`src/include/adf_map.svh`:
```
// Constants for the sample decimator and formatter.
// Assumes inclusion by bare name from include/.
`ifndef ADF_MAP_SVH
`define ADF_MAP_SVH

// Converter word width
`define ADF_CODE_W 8
// Decimation selector width
`define ADF_DEC_SEL_W 3
// Phase counter width, covers ratio 1/128
`define ADF_PHASE_W 7
// Output FIFO depth in words
`define ADF_FIFO_DEPTH 16
// Delay select width and tap limits
`define ADF_DELAY_W 5
`define ADF_TAP_MAX 23
`define ADF_FINE_LAST 6
// Nominal delay steps in picoseconds
`define ADF_FINE_STEP_PS 125
`define ADF_COARSE_STEP_PS 190
// Width of the delay estimate in picoseconds
`define ADF_DELAY_PS_W 12
// Reset values
`define ADF_PHASE_RST 7'h00
`define ADF_CODE_RST 8'h00

`endif

```
`src/include/adf_pkg.sv`:
```
// Types shared by the decimator, formatter, checker and bench.
// Assumes adf_map.svh is on the include path.
`include "adf_map.svh"

package adf_pkg;
    // One converter sample with its over-range flag
    typedef struct packed {
        logic over_range;
        logic [`ADF_CODE_W-1:0] code;
    } adf_sample_t;

    // Static switch settings
    typedef struct packed {
        logic [`ADF_DEC_SEL_W-1:0] decimation_select;
        logic [3:0] delay_select_low;
        logic delay_select_high;
        logic msb_polarity_select;
        logic low_bits_polarity_select;
        logic dac_output_invert;
    } adf_switch_t;
endpackage

```
`src/hdl/adf_decimator_formatter.sv`:
```
// Sample decimator, polarity formatter, output FIFO and latches.
// Assumes pins and switches are asynchronous to core_clk and
// that one converter sample arrives per clock edge.
`timescale 1ns/1ns
`default_nettype none
`include "adf_map.svh"

// Word FIFO held in flip-flops
module adf_fifo #(
    parameter int WIDTH = 9,
    parameter int DEPTH = `ADF_FIFO_DEPTH
) (
    input wire logic core_clk,
    input wire logic rst_n,
    input wire logic in_valid,
    output logic in_ready,
    input wire logic [WIDTH-1:0] in_data,
    output logic out_valid,
    input wire logic out_ready,
    output logic [WIDTH-1:0] out_data
);
    localparam int PW = $clog2(DEPTH);
    // Storage and pointers
    logic [WIDTH-1:0] mem_q [DEPTH];
    logic [WIDTH-1:0] mem_d [DEPTH];
    logic [PW-1:0] wr_q, wr_d, rd_q, rd_d;
    logic [PW:0] cnt_q, cnt_d;
    logic push, pop;

    // Advance a pointer with wrap
    function automatic logic [PW-1:0] bump(input logic [PW-1:0] p);
        return (p == PW'(DEPTH - 1)) ? '0 : PW'(p + 1'b1);
    endfunction

    // Honest flags from the occupancy count
    assign in_ready = (cnt_q != (PW+1)'(DEPTH));
    assign out_valid = (cnt_q != '0);
    assign out_data = mem_q[rd_q];
    assign push = in_valid && in_ready;
    assign pop = out_valid && out_ready;

    // Next pointers, count and storage
    always_comb
    begin
        mem_d = mem_q;
        wr_d = wr_q;
        rd_d = rd_q;
        cnt_d = cnt_q;
        if (push)
        begin
            mem_d[wr_q] = in_data;
            wr_d = bump(wr_q);
        end
        if (pop)
        begin
            rd_d = bump(rd_q);
        end
        // Count moves only when one side acts alone
        if (push && !pop)
        begin
            cnt_d = (PW+1)'(cnt_q + 1'b1);
        end
        else if (pop && !push)
        begin
            cnt_d = (PW+1)'(cnt_q - 1'b1);
        end
    end

    // Register FIFO state
    always_ff @(posedge core_clk)
    begin
        if (!rst_n)
        begin
            wr_q <= '0;
            rd_q <= '0;
            cnt_q <= '0;
            for (int i = 0; i < DEPTH; i++)
            begin
                mem_q[i] <= '0;
            end
        end
        else
        begin
            wr_q <= wr_d;
            rd_q <= rd_d;
            cnt_q <= cnt_d;
            mem_q <= mem_d;
        end
    end
endmodule

module adf_decimator_formatter (
    input wire logic core_clk,
    input wire logic rst_n,
    input wire adf_pkg::adf_sample_t adc_sample,
    input wire adf_pkg::adf_switch_t switch_in,
    input wire logic out_ready,
    output adf_pkg::adf_sample_t digital_out_q,
    output adf_pkg::adf_sample_t digital_out_n_q,
    output logic out_valid_q,
    output logic [`ADF_CODE_W-1:0] dac_data_q,
    output logic dec_strobe_q,
    output logic [`ADF_DELAY_W-1:0] delay_tap_q,
    output logic [`ADF_DELAY_PS_W-1:0] delay_ps_q,
    output logic fifo_ready_q,
    output logic overflow_q
);
    import adf_pkg::*;

    // Two-stage synchronisers for pins and switches
    adf_sample_t smp_s1_q, smp_s2_q;
    adf_switch_t sw_s1_q, sw_s2_q;
    // Decimation phase and strobe
    logic [`ADF_PHASE_W-1:0] phase_q, phase_d;
    logic take;
    // Formatted sample entering the FIFO
    adf_sample_t fmt;
    // FIFO handshake
    logic f_in_ready, f_out_valid, f_out_ready;
    logic [$bits(adf_sample_t)-1:0] f_out_data;
    adf_sample_t f_word;
    // Output stage next values
    adf_sample_t dout_d, doutn_d;
    logic oval_d, strobe_d, fready_d, ovf_d;
    logic [`ADF_CODE_W-1:0] dac_d;
    logic [`ADF_DELAY_W-1:0] tap_d;
    logic [`ADF_DELAY_PS_W-1:0] dps_d;

    // Mask of phase bits that must be zero for a take
    function automatic logic [`ADF_PHASE_W-1:0] dec_mask(input logic [`ADF_DEC_SEL_W-1:0] sel);
        logic [`ADF_PHASE_W:0] one_hot;
        one_hot = (`ADF_PHASE_W+1)'(1) << sel;
        return `ADF_PHASE_W'(one_hot - 1'b1);
    endfunction

    // Nominal delay of a tap code in picoseconds
    function automatic logic [`ADF_DELAY_PS_W-1:0] tap_delay(input logic [`ADF_DELAY_W-1:0] code);
        int c;
        c = int'(code);
        if (c > `ADF_TAP_MAX)
        begin
            c = `ADF_TAP_MAX;
        end
        if (c <= `ADF_FINE_LAST)
        begin
            return `ADF_DELAY_PS_W'(c * `ADF_FINE_STEP_PS);
        end
        return `ADF_DELAY_PS_W'(`ADF_FINE_LAST * `ADF_FINE_STEP_PS
                                + (c - `ADF_FINE_LAST) * `ADF_COARSE_STEP_PS);
    endfunction

    // Synchronise asynchronous inputs
    always_ff @(posedge core_clk)
    begin
        if (!rst_n)
        begin
            smp_s1_q <= '0;
            smp_s2_q <= '0;
            sw_s1_q <= '0;
            sw_s2_q <= '0;
        end
        else
        begin
            smp_s1_q <= adc_sample;
            smp_s2_q <= smp_s1_q;
            sw_s1_q <= switch_in;
            sw_s2_q <= sw_s1_q;
        end
    end

    // Phase counter and format of the current sample
    always_comb
    begin
        phase_d = `ADF_PHASE_W'(phase_q + 1'b1);
        take = ((phase_q & dec_mask(sw_s2_q.decimation_select)) == '0);
        fmt.code = {smp_s2_q.code[`ADF_CODE_W-1] ^ sw_s2_q.msb_polarity_select,
                    smp_s2_q.code[`ADF_CODE_W-2:0] ^ {(`ADF_CODE_W-1){sw_s2_q.low_bits_polarity_select}}};
        fmt.over_range = smp_s2_q.over_range;
    end

    // Register decimation phase
    always_ff @(posedge core_clk)
    begin
        if (!rst_n)
        begin
            phase_q <= `ADF_PHASE_RST;
        end
        else
        begin
            phase_q <= phase_d;
        end
    end

    // Buffer between decimator and output latches
    adf_fifo #(
        .WIDTH($bits(adf_sample_t)),
        .DEPTH(`ADF_FIFO_DEPTH)
    ) u_fifo (
        .core_clk(core_clk),
        .rst_n(rst_n),
        .in_valid(take),
        .in_ready(f_in_ready),
        .in_data(fmt),
        .out_valid(f_out_valid),
        .out_ready(f_out_ready),
        .out_data(f_out_data)
    );

    // Latch may load when empty or when consumer takes it
    assign f_out_ready = !out_valid_q || out_ready;
    assign f_word = adf_sample_t'(f_out_data);

    // Next values of the output latches
    always_comb
    begin
        dout_d = digital_out_q;
        doutn_d = digital_out_n_q;
        dac_d = dac_data_q;
        oval_d = out_valid_q;
        if (f_out_ready)
        begin
            oval_d = f_out_valid;
            if (f_out_valid)
            begin
                dout_d = f_word;
                doutn_d = ~f_word;
                dac_d = ~f_word.code ^ {`ADF_CODE_W{sw_s2_q.dac_output_invert}};
            end
        end
        // Decimated clock as a one-cycle strobe
        strobe_d = take;
        fready_d = f_in_ready;
        // Dropped sample when FIFO is full
        ovf_d = take && !f_in_ready;
        tap_d = {sw_s2_q.delay_select_high, sw_s2_q.delay_select_low};
        dps_d = tap_delay(tap_d);
    end

    // Register output latches and status
    always_ff @(posedge core_clk)
    begin
        if (!rst_n)
        begin
            digital_out_q <= '0;
            digital_out_n_q <= '1;
            dac_data_q <= `ADF_CODE_RST;
            out_valid_q <= 1'b0;
            dec_strobe_q <= 1'b0;
            fifo_ready_q <= 1'b0;
            overflow_q <= 1'b0;
            delay_tap_q <= '0;
            delay_ps_q <= '0;
        end
        else
        begin
            digital_out_q <= dout_d;
            digital_out_n_q <= doutn_d;
            dac_data_q <= dac_d;
            out_valid_q <= oval_d;
            dec_strobe_q <= strobe_d;
            fifo_ready_q <= fready_d;
            overflow_q <= ovf_d;
            delay_tap_q <= tap_d;
            delay_ps_q <= dps_d;
        end
    end
endmodule

`default_nettype wire

```
`config.mk`:
```
export PLATFORM = sky130hd
export DESIGN_NAME = adf_decimator_formatter
export DESIGN_NICKNAME = d
export VERILOG_FILES = /design/src/include/adf_pkg.sv /design/src/hdl/adf_decimator_formatter.sv
export VERILOG_INCLUDE_DIRS = /design/src /design/src/include
export SDC_FILE = /design/constraint.sdc
export NUM_CORES = 1
export LEC_CHECK = 0
export ABC_AREA = 1
export BUFFER_PORTS_ARGS = -buffer_cell sky130_fd_sc_hd__buf_2
export CAP_MARGIN = 20
export CORE_ASPECT_RATIO = 1.2
export CORE_MARGIN = 3
export CORE_UTILIZATION = 32
export CTS_BUF_LIST = sky130_fd_sc_hd__clkbuf_4 sky130_fd_sc_hd__clkbuf_8
export DETAILED_ROUTE_END_ITERATION = 8
export PLACE_DENSITY = 0.54
export REMOVE_ABC_BUFFERS = 1
export SETUP_SLACK_MARGIN = 0.02
export SLEW_MARGIN = 20
export SYNTH_ARGS = -nofsm -noshare
export SYNTH_HDL_FRONTEND = slang
export SYNTH_HIERARCHICAL = 1
export SYNTH_SLANG_ARGS = --single-unit
```
`constraint.sdc`:
```
create_clock -name core_clk -period 5.7 [get_ports core_clk]
set_input_delay 0.57 -clock core_clk [delete_from_list [all_inputs] [get_ports core_clk]]
set_output_delay 0.57 -clock core_clk [all_outputs]
set_load 0.005 [all_outputs]
```
==> key figures, run 1 <==
Status
  – Status: completed

Logic synthesis
  – Post-synth top area share: 0.368
  – Sequential fraction of the synthesis area: 0.368
  – Post-Syn Area: 0.0137 mm²
  – #FFs+latches synth: 251
  – Top cells by area, synth: dfxtp_1 (37%), nand2_1 (17%), nor2_1 (10%)
  – Avg Cell Area, Syn: 6.63 µm²
  – Synthesized instance count: 2060
  – Post-synth top area cell: dfxtp_1
  – Distinct cells, synth: 39
  – Synthesis Warnings: 6

Timing
  – Finish-stage setup viols: 0
  – Fmax: 0.192 GHz
  – Max Slew Vio Count: 0
  – Tcrit/Tclk final: 0.914
  – RSZ-0062 raised after global routing: false
  – Final worst path period need: 5210 ps
  – Final Hold Viols: 0
  – Max-slew headroom: 0.311
  – Clock skew: 32.2 ps
  – Pin slew with the least headroom to its limit: 1030 ps
  – Final setup TNS: 0 ps

Global route
  – Vias in the first global route: 11100
  – Initial antenna violation count: 0
  – Gr usage total: 0.148
  – GRT Residual Overflow: 0
  – Largest net degree at the start of global routing: 74
  – First-pass GRT wire length: 55800 µm

Die
  – Initial core utilization: 0.325
  – Core area: 0.0420 mm²
  – I/O Pins: 70
  – Die ar.: 0.0452 mm²
  – Die H: 232 µm
  – FP Rows: 82
  – Chip Width: 195 µm

Layout
  – Most common cell after layout, fill and taps aside: nand2_1
  – Most frequent cells in the layout: nand2_1 (610), nor2_1 (371), inv_1 (337)
  – Fin cells: 2668
  – Ant diodes: 0
  – Post-layout net count: 2197
  – Share of layout cells above drive strength 1: 0.0990
  – Layout overhead on the synthesized area: 12.3%

Route
  – Drt first pass iters: 7
  – Via density: 4.43
  – WL/cell: 12.6 µm
  – WL met1: 15600 µm
  – DR top layer: met4
  – Wire length on met2: 15800 µm
  – DRT Wirelength: 33600 µm
  – Antenna Nets Post-Route: 0
  – Via count: 11800
  – WL met3: 1400 µm
  – 1st-iter DRT viols: 675
  – DRC errors left: 0

CTS
  – TritonCTS clock tree: yes
  – Total CTS buffers: 44
  – Clock tree root driver cell: clkbuf_8
  – Post-CTS Setup Repair Bufs: 0
  – Maximum buffer depth of the clock tree: 3
  – Clock latency at the later pin of the worst-skew pair: 620 ps
  – Reg clk slew, reported paths: 60 ps
  – H-tree depth: 2
  – # clock sinks: 251

Pwr
  – VDD IR max: 431 µV
  – Power per standard cell area: 443 mW/mm²
  – Leakage: 8.73 nW

Setup path
  – CP Capture Type: flop
  – WP data arrival: 5670 ps
  – Required @ worst endpoint: 6160 ps
  – Worst path slowest cell: fa_1
  – WS Path Type: reg -> reg
  – Max incr delay on CP: 530 ps
  – Crit-path max FO: 8
  – Element type at the critical path start: flop
  – Most frequent CP cell: nand2_1
  – Bufs and invs on worst path: 9
  – Largest delay share family, worst path: adder cells

Job
  – Max-cap viol count: 0

Placement
  – Dpl hpwl: 22100 µm
  – Dpl cells: 2591
  – Placer Congestion: 0.839
  – Buffers on Ports: 69

Worst hold path
  – Min-Delay Path Class: in -> reg
==> per-layer routing <==
| metal | vias to the layer above | GRT usage |
|---|---|---|
| li1 | 6168 | - |
| met1 | 5412 | 0.187 |
| met2 | 187 | 0.256 |
| met3 | 60 | 0.0295 |
| met4 | 0 | 0.0458 |
| met5 | - | 0 |
==> synth_stat cells (all sizes together) <==
library cell,count
nand2,624
nand3b,3
a21o,9
nor3,3
buf,46
inv,341
nand4,6
nor2,374
dfxtp,251
ha,55
o21ai,42
clkbuf,53
a21oi,39
or2,1
xnor2,2
a31oi,3
o211ai,10
fa,28
clkinv,4
a211oi,2
xor2,29
nor4,1
o221ai,1
o21bai,3
nand3,129
o21a,1
==> worst paths after layout <==
| check | from | endpoint | slack [ps] | cells past startpoint |
|---|---|---|---|---|
| hold reg to reg | sw_s1_q[0] | sw_s2_q[0] | 410 | 2 |
| setup / recovery | sw_s2_q[3] | delay_ps_q[11] | 490 | 28 |
| hold / removal | switch_in[9] | sw_s1_q[9] | 130 | 3 |
| setup reg to reg | sw_s2_q[3] | delay_ps_q[11] | 490 | 28 |
==> where the power goes <==
part           leakage [nW]  internal [mW]  total, mW  switching (mW)
registers              2.05           2.01       2.15           0.138
clock network         0.518           1.06       1.84           0.783
logic                  6.16          0.968       2.79            1.82
==> what timing repair did <==
item | in CTS | in global routing
endpoints found under the setup margin | 0 | 1
hold buffers | 0 | 0
gates resized for setup | 0 | 2
==> flip-flops by register name, indices dropped and copies added (netlist names), 5 cells and up <==
signal	flops
sw_s2_q	11
u_fifo/mem_q	144
delay_tap_q	5
smp_s2_q	8
phase_q	7
digital_out_q	9
dac_data_q	8
smp_s1_q	9
delay_ps_q	12
u_fifo/cnt_q	5
digital_out_n_q	9
sw_s1_q	11
==> tightest hold or removal path, delay by kind of cell <==
family / cells / cell delay, ps
buf+inv: 2 / 110
simple gates: 1 / 40
==> area by class of cell <==
cell class,count,area (µm²)
inverters,345,1290
repair buffers,84,464
fillers,4518,26600
multi-input cells,1365,6870
well taps,546,683
clock buffers,67,860
flip-flops and latches,251,5030
clock inverters,10,129
==> per-stage QoR <==
step / hold slack [ps] / setup WS, ps / power, mW / utilization / cell area (µm²)
floorplan: 390 / 776 / 4.22 / - / 13100
global route: 116 / 58.1 / 7.41 / 0.365 / 15300
detailed placement: 395 / 411 / 4.99 / 0.342 / 14300
CTS: 87.4 / 389 / 6.89 / 0.365 / 15300
global placement: 397 / 604 / 4.94 / 0.342 / 14300
finish: 134 / 489 / 6.78 / 0.365 / 15300
==> cell families (layout without fill, tap and decap cells) <==
kind of cell / after synthesis / after routing / share of synthesized area
flip-flops: 251 / 251 / 0.368
adder cells (fa/ha/maj): 83 / 83 / 0.0915
buffers and inverters: 444 / 506 / 0.132
AND/OR/NAND/NOR: 1141 / 1141 / 0.342
XOR/XNOR: 31 / 31 / 0.0199
AO/OA/AOI/OAI: 110 / 110 / 0.0463
No activity file was read; power rests on OpenSTA's default activity.
==> run 2, diff against run 1 <==
--- a/config.mk
+++ b/config.mk
@@ -6,7 +6,6 @@
 export SDC_FILE = /design/constraint.sdc
 export NUM_CORES = 1
 export LEC_CHECK = 0
-export ABC_AREA = 1
 export BUFFER_PORTS_ARGS = -buffer_cell sky130_fd_sc_hd__buf_2
 export CAP_MARGIN = 20
 export CORE_ASPECT_RATIO = 1.2
==> run 2 against run 1 <==
Worst hold slack better by 70 ps. Core utilization up 1.0 points. Sequential cell count stayed put. Critical endpoint unchanged. Largest cell class unchanged.
==> key figures, run 2 <==
Status
  – Status: completed

Setup path
  – CP Capture Type: flop
  – WS Path Type: reg -> reg
  – WP data arrival: 5760 ps
  – R2r setup slk: 400 ps
  – Worst reg2reg path depth: 18
  – Required @ worst endpoint: 6160 ps
  – Crit-path max FO: 9
  – Worst r2r dst: delay_ps_q[11]
  – R2R Path Start: sw_s2_q[3]
  – Element type at the critical path start: flop

Logic synthesis
  – Avg Cell Area, Syn: 10.5 µm²
  – Post-synth EDFFs: 0
  – Ys async rst share: 0
  – Post-synth top area cell: dfxtp_1
  – Post-synth top cells: dfxtp_1 (251), nor2b_1 (158), mux2i_1 (150)
  – Distinct cells, synth: 65
  – #FFs+latches synth: 251
  – Prevailing post-synth register cell: dfxtp_1
  – Post-synth top area share: 0.392
  – Sequential fraction of the synthesis area: 0.392
  – Synthesis Warnings: 6
  – Post-Syn Area: 0.0128 mm²
  – Top cells by area, synth: dfxtp_1 (39%), mux2i_1 (12%), nor2b_1 (7.7%)
  – Library cell with the highest instance count after synthesis: dfxtp_1
  – Synthesized instance count: 1223

Layout
  – Ant diodes: 0
  – Layout overhead on the synthesized area: 14.5%
  – Most common cell after layout, fill and taps aside: dfxtp_1
  – Biggest regs: u_fifo/mem_q: 144 flops, delay_ps_q: 12 flops
  – Max FFs per register: 144
  – Largest Register: u_fifo/mem_q
  – Post-layout net count: 1382
  – Share of layout cells above drive strength 1: 0.182
  – Most frequent cells in the layout: dfxtp_1 (249), nor2b_1 (158), mux2i_1 (150)

Die
  – FP Rows: 79
  – Core area: 0.0391 mm²
  – Initial core utilization: 0.328
  – I/O Pins: 70
  – Die H: 225 µm
  – Chip Width: 189 µm
  – Die ar.: 0.0425 mm²

Pwr
  – Switch Pwr: 2.03 mW
  – Power per standard cell area: 403 mW/mm²
  – Clock Power Share: 0.318
  – VDD IR max: 187 µV
  – Leakage: 5.68 nW
  – Logic pwr share: 0.340
  – Flop pwr share: 0.343
  – Switching fraction of total power: 0.343
  – Int Power: 3.89 mW

Timing
  – Tcrit/Tclk final: 0.930
  – RSZ-0062 raised after global routing: false
  – Finish-stage setup viols: 0
  – Final setup TNS: 0 ps
  – Max Slew Vio Count: 0
  – Max-slew headroom: 0.253
  – Fmax: 0.189 GHz
  – Final worst path period need: 5300 ps
  – Final Hold Viols: 0
  – Clock skew: 19.8 ps
  – Pin slew with the least headroom to its limit: 1120 ps
  – WHS: 204 ps

Global route
  – GRT Residual Overflow: 0
  – First-pass GRT wire length: 45100 µm
  – Initial antenna violation count: 0
  – Vias in the first global route: 8471
  – Largest net degree at the start of global routing: 134
  – Gr usage total: 0.131

CTS
  – Reg clk slew, reported paths: 60 ps
  – Total CTS buffers: 45
  – # clock sinks: 251
  – PostCTS Resize Cnt: 0
  – Clock tree root driver cell: clkbuf_8
  – Clock latency at the later pin of the worst-skew pair: 570 ps
  – Maximum buffer depth of the clock tree: 3
  – CTS Hold Bufs: 0
  – TritonCTS clock tree: yes
  – H-tree depth: 2
  – Post-CTS Setup Repair Bufs: 0

Worst hold path
  – WHS Endpoint: smp_s1_q[0]
  – Hold Path Depth: 2
  – Min-Delay Path Class: in -> reg
  – HP Start: adc_sample[0]

Placement
  – Dpl hpwl: 18100 µm
  – Buffers on Ports: 69
  – Placer Congestion: 0.753

Route
  – 1st-iter DRT viols: 372
  – WL/cell: 15.1 µm
  – Antenna Nets Post-Route: 0
  – Via count: 8344
  – Via density: 4.55
  – DRT Wirelength: 27600 µm
  – DRC errors left: 0
  – Drt first pass iters: 6

Job
  – Max-cap viol count: 0
[run 2: power by group through the flow]
stage,sequential (mW),combinational [mW],clock (mW)
after CTS,2.04,2.03,1.97
after global placement,2.07,1.98,0
after detailed placement,2.07,2.02,0
after floorplan,2.10,1.45,0
final,2.03,2.01,1.88
after global routing,2.06,2.27,2.04
[run 2: kinds of logic (layout without fill, tap and decap cells)]
family | Yosys count | in the layout | share of synthesized area
simple gates | 359 | 359 | 0.160
flops | 251 | 251 | 0.392
mux | 186 | 186 | 0.180
buf+inv | 164 | 249 | 0.0588
compound gates | 138 | 138 | 0.0837
fa+ha+maj | 83 | 83 | 0.0973
xor+xnor | 42 | 42 | 0.0287
[run 2: cell type report]
class	count	area (µm²)
Clock buffer	70	888
Clock inverter	9	130
Fill cell	3959	24400
Inverter	82	308
Multi-Input combinational cell	808	7170
Sequential cell	251	5030
Tap cell	526	658
Timing Repair Buffer	88	510
[run 2: metrics by stage]
step / util / cells / cell area [µm²] / setup slack, ps / total power, mW
2_1_floorplan: - / 1141 / 12400 / 484 / 3.55
3_3_place_gp: 0.347 / 1753 / 13600 / 443 / 4.05
3_5_place_dp: 0.347 / 1753 / 13600 / 300 / 4.09
4_1_cts: 0.373 / 1832 / 14600 / 266 / 6.03
5_1_grt: 0.375 / 1834 / 14700 / 46.8 / 6.36
6_report: 0.375 / 1834 / 14700 / 401 / 5.93
[run 2: how the worst max path moves through the flow]
stage                     startpoint        endpoint  slack (ps)
after global placement    sw_s2_q[3]  delay_ps_q[11]         440
after floorplan           sw_s2_q[3]  delay_ps_q[11]         480
final                     sw_s2_q[3]  delay_ps_q[11]         400
after CTS                 sw_s2_q[3]  delay_ps_q[11]         270
after detailed placement  sw_s2_q[3]  delay_ps_q[11]         300
after global routing      sw_s2_q[3]  delay_ps_q[11]          50
[run 2: worst max-delay path, stage by stage (launching register included)]
cell and delay (ps):
dfxtp_1 500, a21o_1 380, ha_1 330, xnor2_2 200, inv_1 190, fa_1 450, inv_1 70, fa_1 420
fa_1 500, inv_1 50, fa_1 520, inv_1 40, ha_1 360, nor3b_1 170, a21oi_1 180, o311ai_2 190
a21oi_4 170, and4bb_1 190, a221o_1 250
[run 2: layer usage]
layer,vias to the layer above,global-route usage,wire length [µm]
met2,136,0.233,13700
met3,47,0.0252,1140
li1,4215,-,-
met1,3946,0.157,12100
met5,-,0,0
met4,0,0.0440,681
==> run 3, diff against run 2 <==
--- a/config.mk
+++ b/config.mk
@@ -6,6 +6,7 @@
 export SDC_FILE = /design/constraint.sdc
 export NUM_CORES = 1
 export LEC_CHECK = 0
+export ABC_CLOCK_PERIOD_IN_PS = 5700
 export BUFFER_PORTS_ARGS = -buffer_cell sky130_fd_sc_hd__buf_2
 export CAP_MARGIN = 20
 export CORE_ASPECT_RATIO = 1.2
@@ -14,7 +15,6 @@
 export CTS_BUF_LIST = sky130_fd_sc_hd__clkbuf_4 sky130_fd_sc_hd__clkbuf_8
 export DETAILED_ROUTE_END_ITERATION = 8
 export PLACE_DENSITY = 0.54
-export REMOVE_ABC_BUFFERS = 1
 export SETUP_SLACK_MARGIN = 0.02
 export SLEW_MARGIN = 20
 export SYNTH_ARGS = -nofsm -noshare
==> run 3 against run 2 <==
Register-to-register slack about the same. Die area unchanged. Largest cell class unchanged. Total power decreased by 3.1%. Fmax shrank 0.17%. Setup slack got worse by 9.2 ps. Clock power is 7% lower. Sequential power is essentially flat. Worst hold slack worse by 4.1 ps. Critical path type unchanged. Cell area decreased by 0.74%. Wire length rose by 1.4%. Critical endpoint unchanged.
==> key figures, run 3 (synthesized netlist as in run 2, its figures left out) <==
Die
  – Die ar.: 0.0425 mm²
  – I/O Pins: 70
  – Chip Width: 189 µm
  – Die H: 225 µm
  – Initial core utilization: 0.328
  – FP Rows: 79
  – Core area: 0.0391 mm²

Worst hold path
  – Min-Delay Path Class: in -> reg
  – HP Start: adc_sample[5]

Layout
  – Reg area: 0.00503 mm²
  – Layout overhead on the synthesized area: 13.7%
  – Largest Register: u_fifo/mem_q
  – Most frequent cells in the layout: dfxtp_1 (249), nor2b_1 (158), mux2i_1 (150)
  – Most common cell after layout, fill and taps aside: dfxtp_1
  – Post-layout net count: 1386
  – Max FFs per register: 144
  – Post-route cell area: 0.0146 mm²
  – Biggest regs: u_fifo/mem_q: 144 flops, delay_ps_q: 12 flops
  – Share of layout cells above drive strength 1: 0.181
  – Ant diodes: 0
  – Fillers: 3935
  – Multi-input logic area: 0.00712 mm²

Setup path
  – Element type at the critical path start: flop
  – Setup crit start: sw_s2_q[3]
  – Crit-path max FO: 9
  – WS Path Type: reg -> reg
  – WP data arrival: 5750 ps
  – R2R Path Start: sw_s2_q[3]
  – CP Capture Type: flop
  – Required @ worst endpoint: 6140 ps

Route
  – 1st-iter DRT viols: 382
  – Via count: 8476
  – Drt first pass iters: 4
  – WL/cell: 15.3 µm
  – Via density: 4.62
  – DRT Wirelength: 28000 µm
  – DRC errors left: 0
  – Antenna Nets Post-Route: 0

CTS
  – Maximum buffer depth of the clock tree: 3
  – Clock latency at the later pin of the worst-skew pair: 570 ps
  – Post-CTS Setup Repair Bufs: 0
  – # clock sinks: 251
  – PostCTS Resize Cnt: 0
  – TritonCTS clock tree: yes
  – Total CTS buffers: 42
  – Clock tree root driver cell: clkbuf_8
  – CTS Hold Bufs: 0
  – H-tree depth: 2
  – Reg clk slew, reported paths: 60 ps

Timing
  – Clock skew: 25.6 ps
  – Max-slew headroom: 0.284
  – Finish-stage setup viols: 0
  – Tcrit/Tclk final: 0.931
  – Final Hold Viols: 0
  – Final setup TNS: 0 ps
  – RSZ-0062 raised after global routing: false
  – Final worst path period need: 5310 ps
  – Pin slew with the least headroom to its limit: 1070 ps
  – Max Slew Vio Count: 0
  – Fmax: 0.188 GHz

Global route
  – Vias in the first global route: 8535
  – First-pass GRT wire length: 45500 µm
  – GRT Residual Overflow: 0
  – Initial antenna violation count: 0
  – Gr usage total: 0.132
  – Largest net degree at the start of global routing: 118

Pwr
  – Tot Pwr: 5.74 mW
  – Power per standard cell area: 394 mW/mm²
  – Leakage: 5.66 nW
  – VDD IR max: 258 µV

Placement
  – Area post-placement: 0.0137 mm²
  – Placer Congestion: 0.785
  – Dpl hpwl: 18500 µm
  – Buffers on Ports: 69

Job
  – Max-cap viol count: 0

Logic synthesis
  – Mapped Nets: 1329

Status
  – Status: completed
run 3: cell count changes in the layout (fill, tap and decap cells not counted), sizes merged:
cell    before  now
bufinv       3    1
clkbuf      70   68
buf         88   95
clkinv       4    3
run 3: metrics by stage:
step                std cells  setup WS, ps  hold WS, ps   util
global route             1836          65.4          150  0.373
global placement         1762           463          414  0.348
floorplan                1223           435          412      -
CTS                      1836           369          143  0.373
finish                   1836           391          199  0.373
detailed placement       1762           374          420  0.349
run 3: final cells by class:
type | count | area share
Inverter | 82 | 0.0211
Sequential cell | 251 | 0.345
Clock inverter | 6 | 0.00498
Tap cell | 526 | 0.0451
Multi-Input combinational cell | 808 | 0.488
Timing Repair Buffer | 95 | 0.0375
Clock buffer | 68 | 0.0586
run 3: final timing paths:
| check | cells after the start | to | slack [ps] |
|---|---|---|---|
| hold reg to reg | 1 | sw_s2_q[6] | 430 |
| setup reg to reg | 17 | delay_ps_q[11] | 390 |
| setup / recovery | 17 | delay_ps_q[11] | 390 |
| hold / removal | 2 | smp_s1_q[5] | 200 |
run 3: where the power goes:
| group | internal [mW] | total [mW] | switching [mW] |
|---|---|---|---|
| Clock | 0.999 | 1.74 | 0.740 |
| Sequential | 1.88 | 2.03 | 0.150 |
| Combinational | 0.875 | 1.97 | 1.10 |
run 3: worst max-delay path, cell delays in order, from the launching register on:
cell      delay [ps]
dfxtp_1          400
a21o_1           340
ha_1             310
xnor2_1          370
inv_1            210
fa_1             440
inv_1             70
fa_1             420
fa_1             490
inv_1             50
fa_1             530
inv_1             40
ha_1             360
inv_1            100
or4_1            550
nand4_2          160
nand2b_4          60
a221o_1          280
run 3: routing by layer:
layer | share of wire | up-vias | global-route usage | routed length [µm]
li1 | - | 4221 | - | -
met1 | 0.47 | 4093 | 0.172 | 13300
met2 | 0.47 | 121 | 0.220 | 13200
met3 | 0.034 | 41 | 0.0246 | 958
met4 | 0.020 | 0 | 0.0425 | 571
met5 | 0 | - | 0 | 0
